`src/rtl/efl_regs.svh`:
```
// Register offsets, field positions, reset values and filter defaults of the
// engine driver fault logic. Definitions only; included by the top level and the bench.
`ifndef EFL_REGS_SVH
`define EFL_REGS_SVH

// Byte offsets of the software registers on the AHB-Lite bus.
`define EFL_ADDR_W          8
`define EFL_OFF_CTRL        8'h00
`define EFL_OFF_FILT        8'h04
`define EFL_OFF_STAT        8'h08

// Control register: per-driver software enables.
`define EFL_CTRL_INJ_EN     0
`define EFL_CTRL_REL_EN     1
`define EFL_CTRL_IGN_EN     2
`define EFL_CTRL_W          3
`define EFL_CTRL_RST        3'h7

// Short-to-battery filter length in clock cycles; zero acts as one.
`define EFL_FILT_W          8
`define EFL_FILT_RST        8'h10

// Status register fields.
`define EFL_ST_INJ_OUT      0
`define EFL_ST_REL_OUT      1
`define EFL_ST_IGN_HIGH     2
`define EFL_ST_INJ_FLT      3
`define EFL_ST_REL_FLT      4
`define EFL_ST_IGN_FLT      5
`define EFL_ST_INJ_LATCH    6
`define EFL_ST_REL_LATCH    7
`define EFL_ST_IGN_LATCH    8
`define EFL_ST_OVERVOLT     9
`define EFL_ST_INJ_CTRL     10
`define EFL_ST_REL_CTRL     11
`define EFL_ST_IGN_CTRL     12
`define EFL_ST_W            13

// Number of asynchronous pin inputs passed through the synchroniser.
`define EFL_NPIN            12

`endif

```
`src/rtl/efl_pkg.sv`:
```
// Types shared by the engine driver fault logic.
// Assumes the register constants come from efl_regs.svh.
package efl_pkg;

  // One-hot register select produced by the bus address decode.
  typedef enum logic [3:0] {
    SEL_NONE = 4'b0001,
    SEL_CTRL = 4'b0010,
    SEL_FILT = 4'b0100,
    SEL_STAT = 4'b1000
  } efl_reg_sel_t;

  typedef logic [31:0] efl_word_t;

endpackage

```
`src/rtl/efl_chan_if.sv`:
```
// Signals between the top level and one low-side driver channel.
// Assumes every input is already synchronised to clk.
`timescale 1ns/10ps
interface efl_chan_if #(
  parameter int FILT_W = 8
);
  logic              ctrlIn;     // Synchronised control input level.
  logic              overVolt;   // Supply overvoltage indication.
  logic              shortCmp;   // Drain above short threshold.
  logic              openCmp;    // Drain below open-load threshold.
  logic              overTemp;   // Junction temperature limit indication.
  logic              enable;     // Software enable of this driver.
  logic [FILT_W-1:0] filtLen;    // Short filter length in cycles.
  logic              drvOn;      // Driver switched on, pulls to ground.
  logic              fault;      // Latched fault flag.
  logic              latchedOff; // Output held off until a toggle.

  modport chan (
    input  ctrlIn, overVolt, shortCmp, openCmp, overTemp, enable, filtLen,
    output drvOn, fault, latchedOff
  );
  modport ctl (
    output ctrlIn, overVolt, shortCmp, openCmp, overTemp, enable, filtLen,
    input  drvOn, fault, latchedOff
  );
endinterface

```
`src/rtl/efl_top.sv`:
```
// Engine driver fault logic: injector, relay and ignition pre-driver control
// with fault latching, plus an AHB-Lite register slave.
// Assumes comparator and control pins are asynchronous to clk; one bus slave.
// Analog current limiting and clamps sit outside this logic.
`timescale 1ns/10ps
`include "efl_regs.svh"
module efl_top #(
  parameter int FILT_W = `EFL_FILT_W
) (
  input  wire logic        clk,                      // 20 MHz system clock.
  input  wire logic        nrst,                     // Synchronous reset, active low.
  input  wire logic        injector_control_input,   // Injector on request pin.
  input  wire logic        relay_control_input,      // Relay on request pin.
  input  wire logic        ignition_control_input,   // Ignition on request pin.
  input  wire logic        supplyOvervoltage,        // Main supply above threshold.
  input  wire logic        injShortCmp,              // Injector drain above short level.
  input  wire logic        injOpenCmp,               // Injector drain below open level.
  input  wire logic        injOverTemp,              // Injector temperature limit.
  input  wire logic        relShortCmp,              // Relay drain above short level.
  input  wire logic        relOpenCmp,               // Relay drain below open level.
  input  wire logic        relOverTemp,              // Relay temperature limit.
  input  wire logic        ignFeedbackOverCmp,       // Feedback above overcurrent level.
  input  wire logic        ignFeedbackOpenCmp,       // Feedback below open level.
  output logic             injector_output,          // High: injector switched on.
  output logic             relay_output,             // High: relay switched on.
  output logic             ignition_high_side_output,// High: pull to pre-driver supply.
  output logic             ignition_low_side_output, // High: pull to ground.
  output logic             injector_fault_flag,      // Injector fault, active high.
  output logic             relay_fault_flag,         // Relay fault, active high.
  output logic             ignition_fault_flag,      // Ignition fault, active high.
  input  wire logic        hsel,                     // AHB slave select.
  input  wire logic [31:0] haddr,                    // AHB address.
  input  wire logic [1:0]  htrans,                   // AHB transfer type.
  input  wire logic        hwrite,                   // AHB write strobe.
  input  wire logic [2:0]  hsize,                    // AHB size, word only.
  input  wire logic [31:0] hwdata,                   // AHB write data.
  input  wire logic        hready,                   // AHB bus ready.
  output logic             hreadyout,                // Low in reset, ready from the first edge after.
  output logic             hresp,                    // Always OKAY.
  output logic [31:0]      hrdata                    // Read data.
);

  // Refuse filter widths the filter register cannot carry.
  // Wider filters would only cost counter area, but the register is capped.
  if (FILT_W < 1 || FILT_W > 16) begin : gBadFilt
    $error("FILT_W must lie between 1 and 16");
  end

  // Pin vector order, lowest bit first: the three control pins, overvoltage,
  // then the injector, relay and ignition comparators in their groups.
  // Adding a pin means widening the count and extending the taps below.
  localparam int NPIN = `EFL_NPIN;

  // Synchroniser stages and the named taps that the logic reads.
  logic [NPIN-1:0]   pinRaw;
  logic [NPIN-1:0]   sync1_q;
  logic [NPIN-1:0]   sync2_q;
  logic              injCtrl;
  logic              relCtrl;
  logic              ignCtrl;
  logic              overVolt;
  logic              ignOver;
  logic              ignOpen;

  // Pin inputs gathered into one vector for the synchroniser.
  assign pinRaw = {ignFeedbackOpenCmp, ignFeedbackOverCmp, relOverTemp, relOpenCmp,
                   relShortCmp, injOverTemp, injOpenCmp, injShortCmp,
                   supplyOvervoltage, ignition_control_input, relay_control_input,
                   injector_control_input};

  // two-stage synchroniser
  // The first stage feeds only the second, so metastability never reaches logic.
  always_ff @(posedge clk) begin
    if (!nrst) begin
      sync1_q <= '0;
      sync2_q <= '0;
    end else begin
      sync1_q <= pinRaw;
      sync2_q <= sync1_q;
    end
  end

  // Named taps of the second stage; the injector and relay comparator taps feed
  // the channels directly further down.
  assign injCtrl  = sync2_q[0];
  assign relCtrl  = sync2_q[1];
  assign ignCtrl  = sync2_q[2];
  assign overVolt = sync2_q[3];
  assign ignOver  = sync2_q[10];
  assign ignOpen  = sync2_q[11];

  // Software registers. The enables park a driver without touching its pin;
  // they do not clear a latched fault.
  logic [`EFL_CTRL_W-1:0] ctrl_q;
  logic [`EFL_CTRL_W-1:0] ctrl_d;
  logic [FILT_W-1:0]      filt_q;
  logic [FILT_W-1:0]      filt_d;

  // Injector and relay share one channel design.
  // Both see the same filter length, so one write tunes both shorts.
  efl_chan_if #(.FILT_W(FILT_W)) injIf ();
  efl_chan_if #(.FILT_W(FILT_W)) relIf ();

  // Injector channel inputs, all synchronised already.
  assign injIf.ctrlIn   = injCtrl;
  assign injIf.overVolt = overVolt;
  assign injIf.shortCmp = sync2_q[4];
  assign injIf.openCmp  = sync2_q[5];
  assign injIf.overTemp = sync2_q[6];
  assign injIf.enable   = ctrl_q[`EFL_CTRL_INJ_EN];
  assign injIf.filtLen  = filt_q;

  assign relIf.ctrlIn   = relCtrl;
  assign relIf.overVolt = overVolt;
  assign relIf.shortCmp = sync2_q[7];
  assign relIf.openCmp  = sync2_q[8];
  assign relIf.overTemp = sync2_q[9];
  assign relIf.enable   = ctrl_q[`EFL_CTRL_REL_EN];
  assign relIf.filtLen  = filt_q;

  // Injector channel.
  efl_lsd_chan #(.FILT_W(FILT_W)) uInj (
    .clk  (clk),
    .nrst (nrst),
    .ch   (injIf.chan)
  );

  efl_lsd_chan #(.FILT_W(FILT_W)) uRel (
    .clk  (clk),
    .nrst (nrst),
    .ch   (relIf.chan)
  );

  // Ignition pre-driver state. Unlike the low-side channels there is no
  // filter here: the feedback comparator already sees a divided voltage.
  logic ignPrev_q;
  logic ignLatch_q;
  logic ignLatch_d;
  logic ignition_fault_flag_q;
  logic ignition_fault_flag_d;
  logic ignHigh_q;
  logic ignLow_q;
  logic ignOn_d;
  logic ignRise;
  logic ignOverHit;
  logic ignOpenHit;

  // Edge detector: a low sample followed by a high one, after synchronising.
  assign ignRise    = ignCtrl & ~ignPrev_q;
  // combined overcurrent fault
  // The feedback comparator already sits behind the external divider scaling.
  assign ignOverHit = ignOver & ignHigh_q;
  assign ignOpenHit = ignOpen & ~ignHigh_q;
  assign ignLatch_d = overVolt | ignOverHit | (ignLatch_q & ~(ignRise & ~overVolt));
  // no overtemperature input
  // The external transistor's temperature is unknown here, so nothing gates on it.
  assign ignOn_d    = ignCtrl & ctrl_q[`EFL_CTRL_IGN_EN] & ~ignLatch_d;
  assign ignition_fault_flag_d   = ignOverHit | ignOpenHit | overVolt | (ignition_fault_flag_q & ~ignRise);

  // outputs off in reset
  // Both stages idle in reset so no cross-conduction happens at power up.
  // both sides off
  // A latched fault idles both sides too; the low side only pulls the gate
  // down while the stage is healthy and not asked to conduct.
  always_ff @(posedge clk) begin
    if (!nrst) begin
      ignPrev_q  <= 1'b0;
      ignLatch_q <= 1'b0;
      ignition_fault_flag_q   <= 1'b0;
      ignHigh_q  <= 1'b0;
      ignLow_q   <= 1'b0;
    end else begin
      ignPrev_q  <= ignCtrl;
      ignLatch_q <= ignLatch_d;
      ignition_fault_flag_q   <= ignition_fault_flag_d;
      ignHigh_q  <= ignOn_d;
      ignLow_q   <= ~ignOn_d & ~ignLatch_d;
    end
  end

  // Driver outputs come straight from the channel and ignition flip-flops.
  // Software sees the same flops through the status register, except the ignition low side.
  assign injector_output           = injIf.drvOn;
  assign relay_output              = relIf.drvOn;
  assign ignition_high_side_output = ignHigh_q;
  assign ignition_low_side_output  = ignLow_q;
  assign injector_fault_flag       = injIf.fault;
  assign relay_fault_flag          = relIf.fault;
  assign ignition_fault_flag       = ignition_fault_flag_q;

  // AHB-Lite slave: zero wait states, every transfer answered OKAY.
  // A master must still wait for hreadyout after reset, since it stays low
  // until the first edge with reset released.
  logic                        addrPhase;
  logic                        wrPend_q;
  efl_pkg::efl_reg_sel_t       wrSel_q;
  efl_pkg::efl_reg_sel_t       addrSel;
  efl_pkg::efl_word_t          rdData_q;
  efl_pkg::efl_word_t          rdMux;
  logic [`EFL_ST_W-1:0]        status;
  logic                        hreadyout_q;
  logic                        hresp_q;
  logic [`EFL_ADDR_W-1:0]      offset;

  // A transfer is taken only once the previous one has completed.
  assign addrPhase = hsel & htrans[1] & hready;
  assign offset    = haddr[`EFL_ADDR_W-1:0];
  // Only the low offset bits decode; higher address bits alias the map.
  assign addrSel   = (offset == `EFL_OFF_CTRL) ? efl_pkg::SEL_CTRL :
                     (offset == `EFL_OFF_FILT) ? efl_pkg::SEL_FILT :
                     (offset == `EFL_OFF_STAT) ? efl_pkg::SEL_STAT :
                                                 efl_pkg::SEL_NONE;

  // Write data arrives in the data phase; the _d values let a read that
  // directly follows a write see the new contents.
  // Only the low bits of hwdata are kept; the rest is ignored.
  assign ctrl_d = (wrPend_q && wrSel_q == efl_pkg::SEL_CTRL) ?
                  hwdata[`EFL_CTRL_W-1:0] : ctrl_q;
  assign filt_d = (wrPend_q && wrSel_q == efl_pkg::SEL_FILT) ?
                  hwdata[FILT_W-1:0] : filt_q;

  // Live state seen by software. Pins are shown after synchronisation, so
  // a read lags the pins by two cycles.
  assign status = {ignCtrl, relCtrl, injCtrl, overVolt, ignLatch_q,
                   relIf.latchedOff, injIf.latchedOff, ignition_fault_flag_q, relIf.fault,
                   injIf.fault, ignHigh_q, relIf.drvOn, injIf.drvOn};

  // Read selection; unmapped offsets read as zero.
  // Reads have no side effect, so software may poll the status freely.
  assign rdMux = (addrSel == efl_pkg::SEL_CTRL) ? {{(32-`EFL_CTRL_W){1'b0}}, ctrl_d} :
                 (addrSel == efl_pkg::SEL_FILT) ? {{(32-FILT_W){1'b0}}, filt_d} :
                 (addrSel == efl_pkg::SEL_STAT) ? {{(32-`EFL_ST_W){1'b0}}, status} :
                                                  32'h0000_0000;

  // Bus registers; writes to status or unmapped offsets are dropped.
  always_ff @(posedge clk) begin
    if (!nrst) begin
      wrPend_q    <= 1'b0;
      wrSel_q     <= efl_pkg::SEL_NONE;
      rdData_q    <= 32'h0000_0000;
      ctrl_q      <= `EFL_CTRL_RST;
      filt_q      <= FILT_W'(`EFL_FILT_RST);
      hreadyout_q <= 1'b0;
      hresp_q     <= 1'b0;
    end else begin
      wrPend_q    <= addrPhase & hwrite;
      wrSel_q     <= addrSel;
      rdData_q    <= (addrPhase & ~hwrite) ? rdMux : 32'h0000_0000;
      ctrl_q      <= ctrl_d;
      filt_q      <= filt_d;
      hreadyout_q <= 1'b1;
      hresp_q     <= 1'b0;
    end
  end

  // Bus outputs; the response stays OKAY but still leaves a flop.
  assign hreadyout = hreadyout_q;
  assign hresp     = hresp_q;
  assign hrdata    = rdData_q;

endmodule

```
`src/rtl/efl_lsd_chan.sv`:
```
// One protected low-side driver channel, used for the injector and the relay.
// Assumes synchronised inputs arriving through efl_chan_if on clk.
`timescale 1ns/10ps
module efl_lsd_chan #(
  parameter int FILT_W = 8
) (
  input wire logic clk,  // System clock.
  input wire logic nrst, // Synchronous reset, active low.
  efl_chan_if.chan ch    // Channel signals.
);

  logic              ctrlPrev_q;
  logic [FILT_W-1:0] shortCnt_q;
  logic [FILT_W-1:0] shortCnt_d;
  logic              latch_q;
  logic              latch_d;
  logic              fault_q;
  logic              fault_d;
  logic              drvOn_q;
  logic              drvOn_d;
  logic [FILT_W-1:0] filtTarget;
  logic              rise;
  logic              shortActive;
  logic              shortHit;
  logic              latchSet;
  logic              faultSet;

  // A rising edge can only follow a low sample, so it proves the toggle.
  assign rise        = ch.ctrlIn & ~ctrlPrev_q;
  assign filtTarget  = (ch.filtLen == '0) ? FILT_W'(1) : ch.filtLen;
  assign shortActive = ch.shortCmp & drvOn_q;
  assign shortHit    = shortActive & (shortCnt_q >= filtTarget - FILT_W'(1));
  assign shortCnt_d  = (shortActive & ~shortHit) ? shortCnt_q + FILT_W'(1) : '0;

  assign latchSet = shortHit | ch.overVolt;
  assign latch_d  = latchSet | (latch_q & ~(rise & ~ch.overVolt));

  assign drvOn_d  = ch.ctrlIn & ch.enable & ~latch_d & ~ch.overTemp;

  assign faultSet = shortHit | ch.overTemp | ch.overVolt | (ch.openCmp & ~drvOn_q);
  assign fault_d  = faultSet | (fault_q & ~rise);

  // Channel state; reset leaves the driver off with no fault recorded.
  always_ff @(posedge clk) begin
    if (!nrst) begin
      ctrlPrev_q <= 1'b0;
      shortCnt_q <= '0;
      latch_q    <= 1'b0;
      fault_q    <= 1'b0;
      drvOn_q    <= 1'b0;
    end else begin
      ctrlPrev_q <= ch.ctrlIn;
      shortCnt_q <= shortCnt_d;
      latch_q    <= latch_d;
      fault_q    <= fault_d;
      drvOn_q    <= drvOn_d;
    end
  end

  assign ch.drvOn      = drvOn_q;
  assign ch.fault      = fault_q;
  assign ch.latchedOff = latch_q;

endmodule

```
`config.mk`:
```
export PLATFORM = sky130hd
export DESIGN_NAME = efl_top
export DESIGN_NICKNAME = d
export VERILOG_FILES = /design/src/rtl/efl_pkg.sv /design/src/rtl/efl_chan_if.sv /design/src/rtl/efl_top.sv /design/src/rtl/efl_lsd_chan.sv
export VERILOG_INCLUDE_DIRS = /design/src /design/src/rtl
export SDC_FILE = /design/constraint.sdc
export NUM_CORES = 1
export LEC_CHECK = 0
export BUFFER_PORTS_ARGS = -buffer_cell sky130_fd_sc_hd__clkbuf_2
export CORE_MARGIN = 2
export CORE_UTILIZATION = 44
export CTS_CLUSTER_SIZE = 14
export DETAILED_ROUTE_END_ITERATION = 12
export PLACE_DENSITY_LB_ADDON = 0.2
export SLEW_MARGIN = 20
export SYNTH_ARGS = -nofsm -noshare
export SYNTH_HDL_FRONTEND = slang
export SYNTH_SLANG_ARGS = --single-unit
```
`constraint.sdc`:
```
create_clock -name clk -period 3.25 [get_ports clk]
set_input_delay 0.975 -clock clk [delete_from_list [all_inputs] [get_ports clk]]
set_output_delay 0.975 -clock clk [all_outputs]
set_load 0.05 [all_outputs]
```
==> impl_metrics.json <==
{
  "arrival_ns": 3.47,
  "end_kind": "flip-flop",
  "rows": 32,
  "layout_common_cells": "81 x dfxtp_1, 54 x clkbuf_2, 38 x nor2_1",
  "netlist_area_um2": 3446,
  "antenna_found_initial": 0,
  "switching_power_mw": 0.5069,
  "synth_edf_count": 0,
  "finalNonFillerCells": 540,
  "area_growth_syn_to_layout_pct": 19.61,
  "antenna_left": 0,
  "pwr-share-comb": 0.075,
  "post_drt_wl_per_cell_um": 12.34,
  "synth_cell_types": 48,
  "worst_pin_slew_ns": 0.5547,
  "top_layer_used": "met4",
  "pre_cts_slack_ns": -0.07157,
  "crit_family": "simple AND/OR/NAND/NOR gates",
  "drtIter0Drc": 84,
  "drc": 0,
  "die_w_um": 92.50,
  "max_clock_freq_mhz": 315.6,
  "drv_slew": 0,
  "p_int_mw": 1.364,
  "finalInstanceArea_um2": 4121,
  "swShare": 0.2709,
  "path_common_cell": "nor2_4",
  "final_nets": 536,
  "grt_overflow_total": 0,
  "die_h_um": 92.50,
  "fp.dieArea_um2": 8555,
  "port_buffers": 54,
  "multi_input_area_um2": 1720,
  "finalPower_mw": 1.871,
  "numClockSinks": 83,
  "crit_chain": "nor2_4 -> nand2_2 -> or3_4 -> nor2_4 -> nor2_2 -> ha_2 -> and3_4 -> xnor2_4 -> ha_4 -> a21oi_2 -> and3_1 -> o21ai_2 -> maj3_4 -> a311oi_2 -> and4_1",
  "crit_fanout": 4,
  "diodes": 0,
  "final_util": 0.5389,
  "core_um2": 7647,
  "root_buffer": "clkbuf_8",
  "path_buf_inv": 0,
  "dp_hpwl_um": 5000,
  "rsz0062_at_grt": "yes",
  "wl_met1_um": 2973,
  "power.sequential.fraction": 0.561,
  "grt_pass1_wl_um": 10860,
  "ys_warn_count": 0,
  "seq_area_frac_synth": 0.4822,
  "period_share": 0.9750,
  "grt_pass1_vias": 2355,
  "fin_hold_ws_ns": 0.4337,
  "cpPeakStageDelay_ns": 0.37,
  "fin_skew_ns": 0.01146,
  "leakagePower_nw": 1.810,
  "ys_seq_elements": 83,
  "layout-drive-gt1-share": 0.2489,
  "vias": 2553,
  "initial_core_util": 0.4506,
  "viasPerCell": 4.728,
  "clk_latency_ns": 0.35,
  "syn_avg_cell_area_um2": 9.572,
  "layout_commonest_cell": "dfxtp_1",
  "crit_type": "flip-flop to flip-flop",
  "grtUsageTotal": 0.1647,
  "ir_drop_mv": 0.2597,
  "routed_wl_um": 6666,
  "power_density_nw_per_um2": 453.9,
  "fillers": 731,
  "critPathSlowestCell": "maj3_4",
  "dr.pass1.iters": 5,
  "gp_congestion": 0.8019,
  "placed_cells": 522,
  "seq_area_um2": 1664,
  "dpl_cell_area_um2": 3841,
  "clkTransAtPathRegs_ns": 0.09,
  "dr_wl_met2_um": 3294,
  "clkPwrFrac": 0.363,
  "num_io_pins": 127,
  "fin_setup_tns_ns": 0,
  "worstHoldPathType": "flip-flop to flip-flop",
  "cts_tree": "done",
  "hold_violations": 0,
  "grt_start_max_net_pins": 38,
  "period_needed_ns": 3.169,
  "synthFlopType": "dfxtp_1",
  "wl_met3_um": 240,
  "cp.required_ns": 3.55,
  "htree_num_levels": 3,
  "post-route-worst-setup-slack_ns": 0.08110,
  "maxCapViolations": 0,
  "crit_path_start_kind": "flip-flop",
  "cts_inserted_buffers": 9,
  "status": "complete, no violations",
  "synth_async_sr_flop_share": 0,
  "setup_viol": 0,
  "synthCells": 360,
  "maxSlewHeadroom": 0.6289,
  "cts.path.max_buffers": 2
}
[synth_stat cells (2+ instances only)]
cell,number,share of area
clkbuf_1,5,0.0054
nand3_1,10,0.015
a31oi_1,3,0.0054
buf_2,2,0.0029
nor2b_1,3,0.0054
a21oi_1,11,0.016
nand4b_1,2,0.0051
xnor2_1,11,0.028
mux2i_1,8,0.023
nand2b_1,8,0.015
inv_1,8,0.0087
o21ai_1,3,0.0044
and2_1,33,0.060
nand4_1,3,0.0054
xor2_1,4,0.010
nand2_1,28,0.031
buf_4,21,0.046
ha_1,17,0.062
nor3_1,2,0.0029
a21o_1,3,0.0065
and3_1,10,0.018
a221oi_1,4,0.010
dfxtp_1,83,0.48
nor2_1,41,0.045
o31ai_1,2,0.0044
o21ai_0,9,0.013
or3_1,2,0.0036
nand3b_1,2,0.0044
a211oi_1,3,0.0065
[final cells by class]
type | count | share of cell area
inverter | 8 | 0.007286
multi-input combinational | 260 | 0.4174
clock buffer | 9 | 0.03005
timing repair buffer | 71 | 0.09654
clock inverter | 7 | 0.01396
tap | 102 | 0.03097
sequential | 83 | 0.4038
[final timing paths]
check	depth (start not counted)	slack, ns	startpoint	to
worst max register to register	15	0.08	filt_q[2]	uRel.ch.drvOn
worst min-delay path	1	0.43	sync1_q[11]	sync2_q[11]
worst max-delay path	15	0.08	filt_q[2]	uRel.ch.drvOn
worst min register to register	1	0.43	sync1_q[11]	sync2_q[11]
[power by group through the flow]
stage	combinational [mW]	clock [mW]	sequential, mW
floorplan	0.102	0	1.09
global placement	0.140	0	1.07
detailed placement	0.141	0	1.07
CTS	0.142	0.704	1.05
global route	0.152	0.756	1.05
finish	0.141	0.680	1.05
[registers in the layout (all words and copies together) (netlist names), 3 cells and up]
name,count
ctrl_q,3
filt_q,8
hrdata,13
sync1_q,12
sync2_q,12
uInj.shortCnt_q,8
uRel.shortCnt_q,8
wrSel_q,4
[timing repair]
item | 4_1_cts | 5_1_grt
endpoints found under the setup margin | 6 | 8
pin swaps | 0 | 10
cloned | 0 | 0
hold buffers | 0 | 0
buffers inserted | 0 | 2
resized for setup | 2 | 15
[metal layers]
layer	vias to the layer above	track usage
met2	51	0.2652
li1	1329	-
met3	10	0.03336
met4	0	0.09577
met1	1163	0.2043
met5	-	0
[cells by family after synthesis]
kind of cell	synth area share
compound gates	0.09513
xor+xnor	0.03812
fa+ha+maj	0.06572
buf+inv	0.06282
flops	0.4822
mux	0.02324
other cells	0.001088
simple gates	0.2317
No activity file was read; power rests on OpenSTA's default activity.
